## config.mk

```make
export PLATFORM = sky130hd
export DESIGN_NAME = fan_speed_command_decoder
export DESIGN_NICKNAME = d
export VERILOG_FILES = /design/src/fan_pkg.sv /design/src/duty_meter.sv /design/src/phase_pwm.sv /design/src/fan_speed_command_decoder.sv
export VERILOG_INCLUDE_DIRS = /design/src
export SDC_FILE = /design/constraint.sdc
export NUM_CORES = 1
export LEC_CHECK = 0
export ABC_AREA = 1
export BUFFER_PORTS_ARGS = -buffer_cell sky130_fd_sc_hd__buf_4
export CAP_MARGIN = 20
export CORE_ASPECT_RATIO = 1.4
export CORE_MARGIN = 2
export CORE_UTILIZATION = 50
export CTS_CLUSTER_SIZE = 40
export DETAILED_ROUTE_END_ITERATION = 12
export GPL_TIMING_DRIVEN = 0
export PLACE_DENSITY = 0.67
export SETUP_SLACK_MARGIN = 0.05
export SLEW_MARGIN = 20
export SYNTH_ARGS = -nofsm -noshare
export SYNTH_HDL_FRONTEND = slang
export SYNTH_HIERARCHICAL = 1
export SYNTH_SLANG_ARGS = --single-unit
```

## constraint.sdc

```tcl
create_clock -name clk -period 23.1 [get_ports clk]
set_input_delay 1.155 -clock clk [delete_from_list [all_inputs] [get_ports clk]]
set_output_delay 1.155 -clock clk [all_outputs]
set_load 0.1 [all_outputs]
```

## src/fan_defs.svh

```systemverilog
`ifndef FAN_DEFS_SVH
`define FAN_DEFS_SVH

// ==========================================================================
// Clock and timing
// ==========================================================================
`define CLK_HZ              50000000
`define PWM_CARRIER_HZ      25000
`define CARRIER_CYC         (`CLK_HZ / `PWM_CARRIER_HZ)
`define SLEEP_TIME_US       1000
`define SLEEP_CYC           ((`CLK_HZ / 1000000) * `SLEEP_TIME_US)
`define CMD_FMIN_HZ         15000
// Timeout a quarter above the slowest legal command period
`define CMD_PERIOD_MAX_CYC  ((`CLK_HZ * 5) / (`CMD_FMIN_HZ * 4))

// ==========================================================================
// Duty decoding
// ==========================================================================
`define DUTY_FULL_CODE      9'h1FF
`define DUTY_ZERO_CODE      9'h000
`define DUTY_MIN_CODE       9'h033
`define STBY_NUM            32'h0000_0026
`define STBY_DEN            32'h0000_2710
`define FILTER_SHIFT_DEF    4

// ==========================================================================
// Handoff speed, tenths of Hz
// ==========================================================================
`define HANDOFF_STEP_DHZ    11'h07D
`define HANDOFF_LOW_DHZ     11'h36B

// ==========================================================================
// Register map (byte offsets) and reset values
// ==========================================================================
`define REG_CTRL            4'h0
`define REG_STATUS          4'h4
`define REG_DUTY            4'h8
`define REG_HANDOFF         4'hC
`define CTRL_DRIVE_EN_BIT   0
`define CTRL_RESET          1'b1

`endif

```

## src/fan_pkg.sv

```systemverilog
package fan_pkg;

    typedef enum logic [3:0] {
        ST_INIT    = 4'b0001,
        ST_RUN     = 4'b0010,
        ST_STANDBY = 4'b0100,
        ST_SLEEP   = 4'b1000
    } drive_state_e;

endpackage : fan_pkg

```

## src/duty_meter.sv

```systemverilog
`timescale 1ns/10ps
`default_nettype none
`include "fan_defs.svh"

module duty_meter #(
    parameter int CW         = 13,
    parameter int PERIOD_MAX = `CMD_PERIOD_MAX_CYC
) (
    input  wire logic       clk,
    input  wire logic       rst_n,
    input  wire logic       cmd_in,
    output logic [8:0]      duty_code,
    output logic            duty_valid,
    output logic            below_standby
);
    localparam int NB = CW + 9;

    initial begin
        if (PERIOD_MAX >= (1 << CW) || PERIOD_MAX < 2)
            $error("duty_meter: PERIOD_MAX does not fit CW");
    end

    logic          cmd_d_reg,  cmd_d_next;
    logic [CW-1:0] per_reg,    per_next;
    logic [CW-1:0] hi_reg,     hi_next;
    logic [CW-1:0] den_reg,    den_next;
    logic [CW:0]   rem_reg,    rem_next;
    logic [NB-1:0] num_reg,    num_next;
    logic [4:0]    cnt_reg,    cnt_next;
    logic [8:0]    duty_next;
    logic          valid_next, stby_next;

    // ======================================================================
    // High time against period, then restoring divide by the period
    // ======================================================================
    always_comb begin
        logic [CW:0]   trial;
        logic [31:0]   lhs;
        logic [31:0]   rhs;
        trial      = '0;
        lhs        = 32'(hi_reg) * `STBY_DEN;
        rhs        = 32'(per_reg) * `STBY_NUM;
        cmd_d_next = cmd_in;
        per_next   = per_reg + 1'b1;
        hi_next    = hi_reg + CW'(cmd_in);
        den_next   = den_reg;
        rem_next   = rem_reg;
        num_next   = num_reg;
        cnt_next   = cnt_reg;
        duty_next  = duty_code;
        valid_next = 1'b0;
        stby_next  = below_standby;
        if (cnt_reg != 5'h00) begin
            trial    = {rem_reg[CW-1:0], num_reg[NB-1]};
            num_next = {num_reg[NB-2:0], 1'b0};
            if (trial >= {1'b0, den_reg}) begin
                rem_next    = trial - {1'b0, den_reg};
                num_next[0] = 1'b1;
            end else begin
                rem_next = trial;
            end
            cnt_next = cnt_reg - 1'b1;
            if (cnt_reg == 5'h01) begin
                duty_next  = (num_next[NB-1:9] != '0) ? `DUTY_FULL_CODE
                                                     : num_next[8:0];
                valid_next = 1'b1;
            end
        end
        if (cmd_in && !cmd_d_reg) begin
            per_next  = CW'(1);
            hi_next   = CW'(1);
            den_next  = per_reg;
            num_next  = {hi_reg, 9'h000};
            rem_next  = '0;
            cnt_next  = 5'(NB);
            stby_next = (lhs < rhs);
        end else if (per_reg >= CW'(PERIOD_MAX)) begin
            per_next   = '0;
            hi_next    = '0;
            cnt_next   = '0;
            duty_next  = cmd_in ? `DUTY_FULL_CODE : `DUTY_ZERO_CODE;
            valid_next = 1'b1;
            stby_next  = 1'b0;
        end
    end

    always_ff @(posedge clk or negedge rst_n) begin
        if (!rst_n) begin
            cmd_d_reg     <= 1'b1;
            per_reg       <= '0;
            hi_reg        <= '0;
            den_reg       <= '0;
            rem_reg       <= '0;
            num_reg       <= '0;
            cnt_reg       <= '0;
            duty_code     <= '0;
            duty_valid    <= 1'b0;
            below_standby <= 1'b0;
        end else begin
            cmd_d_reg     <= cmd_d_next;
            per_reg       <= per_next;
            hi_reg        <= hi_next;
            den_reg       <= den_next;
            rem_reg       <= rem_next;
            num_reg       <= num_next;
            cnt_reg       <= cnt_next;
            duty_code     <= duty_next;
            duty_valid    <= valid_next;
            below_standby <= stby_next;
        end
    end

endmodule : duty_meter
`default_nettype wire

```

## src/phase_pwm.sv

```systemverilog
`timescale 1ns/10ps
`default_nettype none
`include "fan_defs.svh"

module phase_pwm #(
    parameter int CARRIER = `CARRIER_CYC
) (
    input  wire logic       clk,
    input  wire logic       rst_n,
    input  wire logic [6:0] angle,
    input  wire logic [8:0] amp,
    input  wire logic       reverse,
    input  wire logic       enable,
    output logic [2:0]      pwm,
    output logic [2:0]      oe
);
    initial begin
        if (CARRIER < 2 || CARRIER > 2048)
            $error("phase_pwm: CARRIER out of range");
    end

    // Quarter sine, 25 points of 3.75 degrees, scaled to 127
    localparam logic [199:0] QSIN = {
        8'h7F, 8'h7F, 8'h7E, 8'h7D, 8'h7B, 8'h78, 8'h75, 8'h72, 8'h6E,
        8'h6A, 8'h65, 8'h5F, 8'h5A, 8'h54, 8'h4D, 8'h47, 8'h40, 8'h38,
        8'h31, 8'h29, 8'h21, 8'h19, 8'h11, 8'h08, 8'h00};

    // Sine offset by 127, angle in 96 steps per electrical turn
    function automatic logic [7:0] sine_off(input logic [6:0] a);
        logic [7:0] mag;
        mag = '0;
        if (a < 7'd24)      mag = QSIN[8*a +: 8];
        else if (a < 7'd48) mag = QSIN[8*(7'd48 - a) +: 8];
        else if (a < 7'd72) mag = QSIN[8*(a - 7'd48) +: 8];
        else                mag = QSIN[8*(7'd96 - a) +: 8];
        return (a < 7'd48) ? 8'(8'h7F + mag) : 8'(8'h7F - mag);
    endfunction : sine_off

    function automatic logic [6:0] wrap96(input logic [6:0] a, input logic [6:0] d);
        logic [7:0] s;
        s = {1'b0, a} + {1'b0, d};
        return (s >= 8'd96) ? 7'(s - 8'd96) : s[6:0];
    endfunction : wrap96

    logic [10:0] cnt_reg, cnt_next;
    logic [2:0]  pwm_next;
    logic [2:0]  oe_next;

    // ======================================================================
    // Carrier and per-phase compare
    // ======================================================================
    always_comb begin
        logic [7:0]  s [3];
        logic [7:0]  mn;
        logic [16:0] prod;
        s[0] = sine_off(angle);
        s[1] = sine_off(wrap96(angle, reverse ? 7'd32 : 7'd64));
        s[2] = sine_off(wrap96(angle, reverse ? 7'd64 : 7'd32));
        mn   = (s[0] < s[1]) ? s[0] : s[1];
        mn   = (s[2] < mn) ? s[2] : mn;
        prod = '0;
        cnt_next = (cnt_reg >= 11'(CARRIER - 1)) ? 11'h000 : cnt_reg + 1'b1;
        for (int i = 0; i < 3; i++) begin
            // Lowest phase sits at zero: clamp-to-min adds third harmonic
            prod        = 17'(s[i] - mn) * 17'(amp);
            pwm_next[i] = enable && ({1'b0, cnt_reg} < prod[16:6]);
        end
        oe_next = {3{enable}};
    end

    always_ff @(posedge clk or negedge rst_n) begin
        if (!rst_n) begin
            cnt_reg <= '0;
            pwm     <= '0;
            oe      <= '0;
        end else begin
            cnt_reg <= cnt_next;
            pwm     <= pwm_next;
            oe      <= oe_next;
        end
    end

endmodule : phase_pwm
`default_nettype wire

```

## src/fan_speed_command_decoder.sv

```systemverilog
`timescale 1ns/10ps
`default_nettype none
`include "fan_defs.svh"

module fan_speed_command_decoder #(
    parameter int          FILTER_SHIFT = `FILTER_SHIFT_DEF,
    parameter int unsigned SLEEP_CYC    = `SLEEP_CYC,
    parameter logic [10:0] LOW_BAND_DHZ = `HANDOFF_LOW_DHZ
) (
    input  wire logic        clk,
    input  wire logic        rst_n,
    input  wire logic        command_in,
    input  wire logic        rotation_select,
    input  wire logic [7:0]  handoff_level,
    input  wire logic        motor_below_10hz,
    input  wire logic [6:0]  rotor_angle,
    input  wire logic [3:0]  reg_addr,
    input  wire logic [31:0] reg_wdata,
    input  wire logic        reg_wr,
    input  wire logic        reg_rd,
    output logic [31:0]      reg_rdata,
    output logic [2:0]       phase_pwm_out,
    output logic [2:0]       phase_oe,
    output logic             standby,
    output logic             sleep,
    output logic             init_req,
    output logic [8:0]       amplitude,
    output logic [10:0]      handoff_speed,
    output logic             reverse_dir
);
    localparam int AW = 9 + FILTER_SHIFT;

    initial begin
        if (FILTER_SHIFT < 0 || FILTER_SHIFT > 12)
            $error("fan_speed_command_decoder: FILTER_SHIFT out of range");
        if (SLEEP_CYC < 1 || SLEEP_CYC > 65535)
            $error("fan_speed_command_decoder: SLEEP_CYC out of range");
    end

    // ======================================================================
    // Duty measurement
    // ======================================================================
    logic [8:0] duty_code;
    logic       duty_valid;
    logic       below_standby;

    duty_meter #(
        .CW         (13),
        .PERIOD_MAX (`CMD_PERIOD_MAX_CYC)
    ) u_meter (
        .clk           (clk),
        .rst_n         (rst_n),
        .cmd_in        (command_in),
        .duty_code     (duty_code),
        .duty_valid    (duty_valid),
        .below_standby (below_standby)
    );

    // ======================================================================
    // Mode sequencing
    // ======================================================================
    fan_pkg::drive_state_e state_reg, state_next;
    logic [15:0]           low_cnt_reg, low_cnt_next;
    logic                  dir_reg, dir_next;
    logic                  sleep_ok;

    // Sleep timer runs on the raw level so it also sees a floating-low pin
    assign sleep_ok = (low_cnt_reg == 16'(SLEEP_CYC)) && motor_below_10hz;

    always_comb begin
        state_next   = state_reg;
        dir_next     = dir_reg;
        low_cnt_next = command_in ? 16'h0000
                     : (low_cnt_reg == 16'(SLEEP_CYC)) ? low_cnt_reg
                     : low_cnt_reg + 1'b1;
        case (state_reg)
            fan_pkg::ST_INIT: begin
                // Direction caught once per start-up, host sets it beforehand
                dir_next   = rotation_select;
                state_next = fan_pkg::ST_RUN;
            end
            fan_pkg::ST_RUN: begin
                if (sleep_ok)
                    state_next = fan_pkg::ST_SLEEP;
                else if (below_standby)
                    state_next = fan_pkg::ST_STANDBY;
            end
            fan_pkg::ST_STANDBY: begin
                if (sleep_ok)
                    state_next = fan_pkg::ST_SLEEP;
                else if (!below_standby)
                    state_next = fan_pkg::ST_RUN;
            end
            fan_pkg::ST_SLEEP: begin
                if (command_in)
                    state_next = fan_pkg::ST_INIT;
            end
            default: state_next = fan_pkg::ST_INIT;
        endcase
    end

    always_ff @(posedge clk or negedge rst_n) begin
        if (!rst_n) begin
            state_reg   <= fan_pkg::ST_INIT;
            low_cnt_reg <= '0;
            dir_reg     <= 1'b0;
        end else begin
            state_reg   <= state_next;
            low_cnt_reg <= low_cnt_next;
            dir_reg     <= dir_next;
        end
    end

    // ======================================================================
    // Amplitude filter
    // ======================================================================
    logic [AW-1:0] acc_reg, acc_next;
    logic [8:0]    target;

    always_comb begin
        if (duty_code == `DUTY_ZERO_CODE)
            target = `DUTY_ZERO_CODE;
        else if (duty_code < `DUTY_MIN_CODE)
            target = `DUTY_MIN_CODE;
        else
            target = duty_code;
        acc_next = acc_reg;
        if (state_reg == fan_pkg::ST_SLEEP)
            acc_next = '0;
        else if (duty_valid)
            acc_next = AW'(acc_reg - (acc_reg >> FILTER_SHIFT) + AW'(target));
    end

    always_ff @(posedge clk or negedge rst_n) begin
        if (!rst_n)
            acc_reg <= '0;
        else
            acc_reg <= acc_next;
    end

    // ======================================================================
    // Handoff band
    // ======================================================================
    logic [10:0] handoff_next;

    always_comb begin
        if (handoff_level[7:4] == 4'h0)
            handoff_next = LOW_BAND_DHZ;
        else
            handoff_next = 11'(handoff_level[7:4] * `HANDOFF_STEP_DHZ);
    end

    // ======================================================================
    // Register file
    // ======================================================================
    logic        drive_en_reg, drive_en_next;
    logic [31:0] rdata_next;

    always_comb begin
        drive_en_next = drive_en_reg;
        if (reg_wr && reg_addr == `REG_CTRL)
            drive_en_next = reg_wdata[`CTRL_DRIVE_EN_BIT];
        rdata_next = 32'h0000_0000;
        if (reg_rd) begin
            case (reg_addr)
                `REG_CTRL:    rdata_next = {31'h0000_0000, drive_en_reg};
                `REG_STATUS:  rdata_next = {26'h000_0000, below_standby, dir_reg,
                                            state_reg};
                `REG_DUTY:    rdata_next = {7'h00, duty_code, 7'h00, amplitude};
                `REG_HANDOFF: rdata_next = {12'h000, handoff_level[7:4], 5'h00,
                                            handoff_speed};
                default:      rdata_next = 32'h0000_0000;
            endcase
        end
    end

    always_ff @(posedge clk or negedge rst_n) begin
        if (!rst_n) begin
            drive_en_reg <= `CTRL_RESET;
            reg_rdata    <= '0;
        end else begin
            drive_en_reg <= drive_en_next;
            reg_rdata    <= rdata_next;
        end
    end

    // ======================================================================
    // Outputs
    // ======================================================================
    logic drive_on;

    // Phases float outside run; speed follows amplitude only
    // Next state keeps the registered enables in step with the mode flags
    assign drive_on = drive_en_reg && state_next == fan_pkg::ST_RUN;

    phase_pwm #(
        .CARRIER (`CARRIER_CYC)
    ) u_pwm (
        .clk     (clk),
        .rst_n   (rst_n),
        .angle   (rotor_angle),
        .amp     (amplitude),
        .reverse (dir_reg),
        .enable  (drive_on),
        .pwm     (phase_pwm_out),
        .oe      (phase_oe)
    );

    always_ff @(posedge clk or negedge rst_n) begin
        if (!rst_n) begin
            standby       <= 1'b0;
            sleep         <= 1'b0;
            init_req      <= 1'b0;
            amplitude     <= '0;
            handoff_speed <= '0;
            reverse_dir   <= 1'b0;
        end else begin
            standby       <= (state_next == fan_pkg::ST_STANDBY);
            sleep         <= (state_next == fan_pkg::ST_SLEEP);
            // Pulse the cycle after init, so reset release requests it as well
            init_req      <= (state_reg == fan_pkg::ST_INIT);
            amplitude     <= acc_next[AW-1:FILTER_SHIFT];
            handoff_speed <= handoff_next;
            reverse_dir   <= dir_next;
        end
    end

endmodule : fan_speed_command_decoder
`default_nettype wire

```

* Word-level counts from Yosys, hierarchy flattened
Cells that the tools add are included.
Storage, ports and cells: bits in registers 187, bits in latches 0, RAM bits 0, ROM bits 0, input bits 58, output and inout port bits 62, logic and storage cells 182, memories 0
Cells by class: $add $sub $neg 30, $mul 6, divide/modulo/power cells 0, $lt $le $gt $ge 21, eq/ne operators 13, shift-type cells 12, mux-type cells 59, bitwise operators 0, reduce and logical (&&, ||, !) cells 17
Operators by type and width (number):
- 200-bit by 33-bit variable part select with 8-bit output (first input constant) | 9
- 200-bit by 11-bit variable part select with 8-bit output (first input constant) | 3
- 13-bit two-way mux | 9
- 8-bit two-way mux | 14
- 25-bit case mux with 4 select lines | 1
- 9-bit two-way mux | 8
- 17-bit by 9-bit multiplier with 17-bit output | 3
- 22-bit two-way mux | 2
- 11-bit less-than comparator | 3
- 16-bit two-way mux | 2
- 7-bit two-way mux | 4
- 27-bit by 19-bit less-than comparator with 1-bit output | 1
- 8-bit by 8-bit subtractor with 9-bit output | 3
- 25-bit two-way mux | 1
- 7-bit by 8-bit adder with 8-bit output (first input constant) | 3
- 6-bit by 7-bit subtractor with 8-bit output (first input constant) | 3
- 7-bit by 6-bit subtractor with 8-bit output (second input constant) | 3
- 7-bit by 7-bit subtractor with 8-bit output (first input constant) | 3
- 7-bit by 8-bit subtractor with 8-bit output (first input constant) | 3
- 13-bit by 10-bit multiplier with 23-bit output (second input constant) | 1
- 11-bit two-way mux | 2
- 7-bit by 5-bit less-than comparator with 1-bit output (second input constant) | 3
- 7-bit by 6-bit less-than comparator with 1-bit output (second input constant) | 3
- 7-bit less-than comparator (second input constant) | 3
- other kinds (37) | 68

* Depth between registers and ports, before layout
depth in word-level cells 19, depth in mapped cells 82, mapped depth without buffers 80

* Cells and area by module
Netlist, hierarchy kept.
By module, submodules not included:
- phase_pwm | instances 1, cells an instance 1683, area an instance 12268.0 um^2, seq. area each 375.4 um^2
- duty_meter | instances 1, cells an instance 1146, area an instance 8788.4 um^2, seq. area each 2278.4 um^2
- fan_speed_command_decoder | instances 1, cells an instance 602, area an instance 4690.7 um^2, seq. area each 1729.2 um^2

* Worst setup path before layout
OpenSTA, ideal clock, no wires.
path type in2reg, start point input port rotor_angle[5], end point register u_pwm.pwm[1], library setup time 0.099 ns, arrival 13.673 ns, required time 23.001 ns, slack 9.327 ns, stages 69, path buffers 4, path through ha_1 -> inv_1 -> fa_1 -> inv_1 -> nand2_2 -> nand3_2 -> inv_1 -> ha_1 -> inv_1 -> ha_1 -> clkbuf_1 -> nand3_1 -> nand3_1 -> nand2_1 -> buf_4 -> nand2_2 -> nor2_1 -> o41ai_1 -> (+33 left out) -> fa_1 -> fa_1 -> inv_1 -> fa_1 -> inv_1 -> ha_1 -> nand2_1 -> o21ai_0 -> a21oi_1 -> o21bai_1 -> a21oi_1 -> o21ai_0 -> xor2_1 -> ha_1 -> a21boi_0 -> o21ai_0 -> nand2_1 -> a311oi_1
Between the ends: cells in the longest elaborated chain, start to end 18, elaborated cells on any way between the ends 64, those cells by class 20 x add/sub; 1 x mul; 14 x order compare; 12 x shift; 16 x mux; 1 x reduce/logical
RTL lines:
- start: declaration | line fan_speed_command_decoder.sv:16 | input wire logic [6:0] rotor_angle,
- 7-bit by 7-bit adder with 8-bit output | line phase_pwm.sv:41 | s = {1'b0, a} + {1'b0, d};
- 7-bit subtractor / 8-bit by 7-bit greater-or-equal comparator with 1-bit output (equally long branches) | line phase_pwm.sv:42 | return (s >= 8'd96) ? 7'(s - 8'd96) : s[6:0];
- 7-bit two-way mux | line phase_pwm.sv:42
- 7-bit by 7-bit subtractor with 8-bit output / 7-bit by 6-bit subtractor with 8-bit output (equally long branches) | line phase_pwm.sv:35, phase_pwm.sv:34
- 200-bit by 33-bit variable part select with 8-bit output (on tied branches) | line phase_pwm.sv:35, phase_pwm.sv:34
- 8-bit two-way mux | line phase_pwm.sv:34 | else if (a < 7'd72) mag = QSIN[8*(a - 7'd48) +: 8];
- 8-bit two-way mux | line phase_pwm.sv:33 | else if (a < 7'd48) mag = QSIN[8*(7'd48 - a) +: 8];
- 8-bit two-way mux | line phase_pwm.sv:32 | if (a < 7'd24) mag = QSIN[8*a +: 8];
- (+3 left out)
- 8-bit two-way mux | line phase_pwm.sv:59 | mn = (s[0] < s[1]) ? s[0] : s[1];
- 8-bit less-than comparator | line phase_pwm.sv:60 | mn = (s[2] < mn) ? s[2] : mn;
- 8-bit two-way mux | line phase_pwm.sv:60
- 8-bit by 8-bit subtractor with 9-bit output * | line phase_pwm.sv:65 | prod = 17'(s[i] - mn) * 17'(amp);
- 17-bit by 9-bit multiplier with 17-bit output * | line phase_pwm.sv:65
- 11-bit less-than comparator * | line phase_pwm.sv:66 | pwm_next[i] = enable && ({1'b0, cnt_reg} < prod[16:6]);
- 1-bit logical AND * | line phase_pwm.sv:66
- named net u_pwm.pwm_next[1] | line phase_pwm.sv:46 | logic [2:0] pwm_next;
- end signal: assignment | line phase_pwm.sv:78 | pwm <= pwm_next;
- end: declaration | line phase_pwm.sv:14 | output logic [2:0] pwm,
Mark *: on every way through the listed nets, which the timed path passes. The rest lies on a longest branch. A chain may end at the register's enable or synchronous reset.

* Final worst setup path
Same ends and word-level chain as after synthesis.

==> results.cfg <==
[logic_synthesis]
synthesis.area_sq_mm = 0.0257
synth_simple_gate_area_share_pct = 22.1
synthArstFlopShare_pct = 100
synth_edf_count = 0
synthAdderAreaFrac_pct = 34.4
synth_compound_area_share_pct = 10.1
ys_dominant_reg_cell = dfrtp_1
synthXorXnorAreaFrac_pct = 4.18
syn-instance-count = 3431
synth_top_family_by_area = adder cells
ys_ff_latch = 175
ys_warn_count = 6
synth_cell_types = 68
avgSynthCellArea_sq_um = 7.50
synthMuxAreaShare_pct = 0
yosysSeqAreaShare_pct = 17.0

[clocking]
cts_tree = built
cts_buffer_depth = 2
ctsResizeCount = 0
hold_buffers = 0
htreeDepth = 4
clock_latency_ns = 0.45
cts_buffers = 17
cts_root_buf = clkbuf_16
path_clk_slew_ns = 0.08
post_cts.repair.setup_buffers = 0
cts_sinks = 175

[critical_path]
critPathKind = input port to flip-flop
required_ns = 23.44
start_kind = input port
slowest_delay_ns = 0.78
crit_path_end_kind = flip-flop
critical_path_arrival_ns = 16.08
cp_num_buf_inv = 15
cpMostUsedCell = inv_1
critical-path-top-delay-family = adder cells
worst_path_max_delay_cell = o21ai_0
cp_max_fo = 10

[sta]
final_hold_viol_count = 0
tns_ns = 0
min_period_ns = 15.74
clock_skew_ns = 0.0138
slew_headroom_pct = 27.5
tightest_slew_ns = 1.08
final_max_slew_viol_count = 0
finalSetupViolCount = 0
max_freq_mhz = 63.5
rsz0062_at_grt = false
finalCritPeriodShare_pct = 68.1

[global_route]
grt_usage_pct = 24.9
grt-ovfl-total = 0
first_global_vias = 22071
grt_pass1_wl_um = 107000
grt_max_degree = 95
antenna_found_initial = 0

[die]
rows = 98
core_sq_mm = 0.0510
die_w_um = 196
die_h_um = 273
initial_core_util_pct = 50.5
ioPinCount = 120
dieArea_sq_mm = 0.0534

[finish]
antenna_cells = 0
final_cell_mix = inv_1, nand2_1, ha_1
nFillCells = 5093
nNetsFinal = 4176
largest_reg_flops = 22
drive_gt1_share_pct = 8.15
syn_to_final_growth_pct = 7.84
final_common_cell = inv_1

[detailed_routing]
dr.pass1.iters = 5
vias = 21770
drt-vias-per-instance = 5.19
drc = 0
wl_per_cell_um = 15.2
drtIter0Drc = 969
detail-route-antenna-nets = 0
wirelength_um = 63900

[place]
routabilityCongestion = 0.889
hpwl_um = 53400
portBuffers = 71

[status]
status = complete, no violations

[job]
cap_viol_max_count = 0

[worst_hold_path]
holdCritPathClass = input port to asynchronous set/reset pin
cell families after synthesis:
logic type	Yosys count
xor gates and xnor gates	122
DFF	175
other	1
adders and majority gates	584
and+or+nand+nor	1311
AOI/OAI and AO/OA	446
buffers and inverters	792
per-layer routing:
metal	global-route usage (%)	wire (um)	vias to the layer above
met4	10.9	2990	0
met5	0	0	-
met3	2.11	1430	134
met1	27.4	25100	10304
met2	48.6	34400	353
li1	-	-	10979
cell type report:
type,instances,area (sq um),share of cell area (%)
Multi-Input combinational cell,2475,18300,65.8
Clock buffer,19,443,1.60
Tap cell,650,813,2.93
Buffer,78,444,1.60
Clock inverter,13,126,0.455
Sequential cell,175,4380,15.8
Inverter,714,2680,9.66
Timing Repair Buffer,73,596,2.14
cells in the mapped netlist, types with 35 or more instances:
cell	instances	area share [%]
dfrtp_1	172	17
nand2_2	43	1.0
xnor2_1	41	1.4
nor2_1	296	4.3
nor3_1	39	0.76
o21ai_0	151	2.9
inv_1	691	10
a21oi_1	155	3.0
nand3_1	142	2.8
ha_1	377	18
fa_1	207	16
xor2_1	80	2.7
clkbuf_1	35	0.51
nand4_1	38	0.92
nand2_1	683	10
final timing paths:
kind,depth (start not counted),end,startpoint,slack [ns]
worst max-delay path,70,u_pwm/pwm[1],rotor_angle[5],7.36
min in group clk,2,drive_en_reg,drive_en_reg,0.49
worst max register to register,69,u_pwm/pwm[1],reverse_dir,7.64
max in group asynchronous,3,drive_en_reg,rst_n,21.52
worst min-delay path,1,low_cnt_reg[7],rst_n,0.49
worst min register to register,2,drive_en_reg,drive_en_reg,0.49
per-stage QoR:
step / hold WS, ns / worst slack, ns / cell area, sq um / cells / util [%]
after detailed placement: 0.480 / 6.89 / 27200 / 4165 / 53.3
after global routing: 0.479 / 6.10 / 27800 / 4197 / 54.4
after global placement: 0.470 / 7.00 / 27100 / 4163 / 53.2
after CTS: 0.473 / 7.33 / 27800 / 4197 / 54.4
final: 0.487 / 7.36 / 27800 / 4197 / 54.4
after floorplan: 0.438 / 9.33 / 25800 / 3442 / -
worst register-to-register path: cells and delay by family (launching register included):
kind | cells | cell delay, ns
buffers and inverters | 14 | 1.74
AOI/OAI and AO/OA | 19 | 4.86
and+or+nand+nor | 18 | 1.67
adders and majority gates | 15 | 5.41
xor gates and xnor gates | 3 | 1.12
DFF | 1 | 0.55
Power is left out: the tool's default activity adds up to more than one toggle a clock period on the data nets, which glitch-free logic cannot reach.
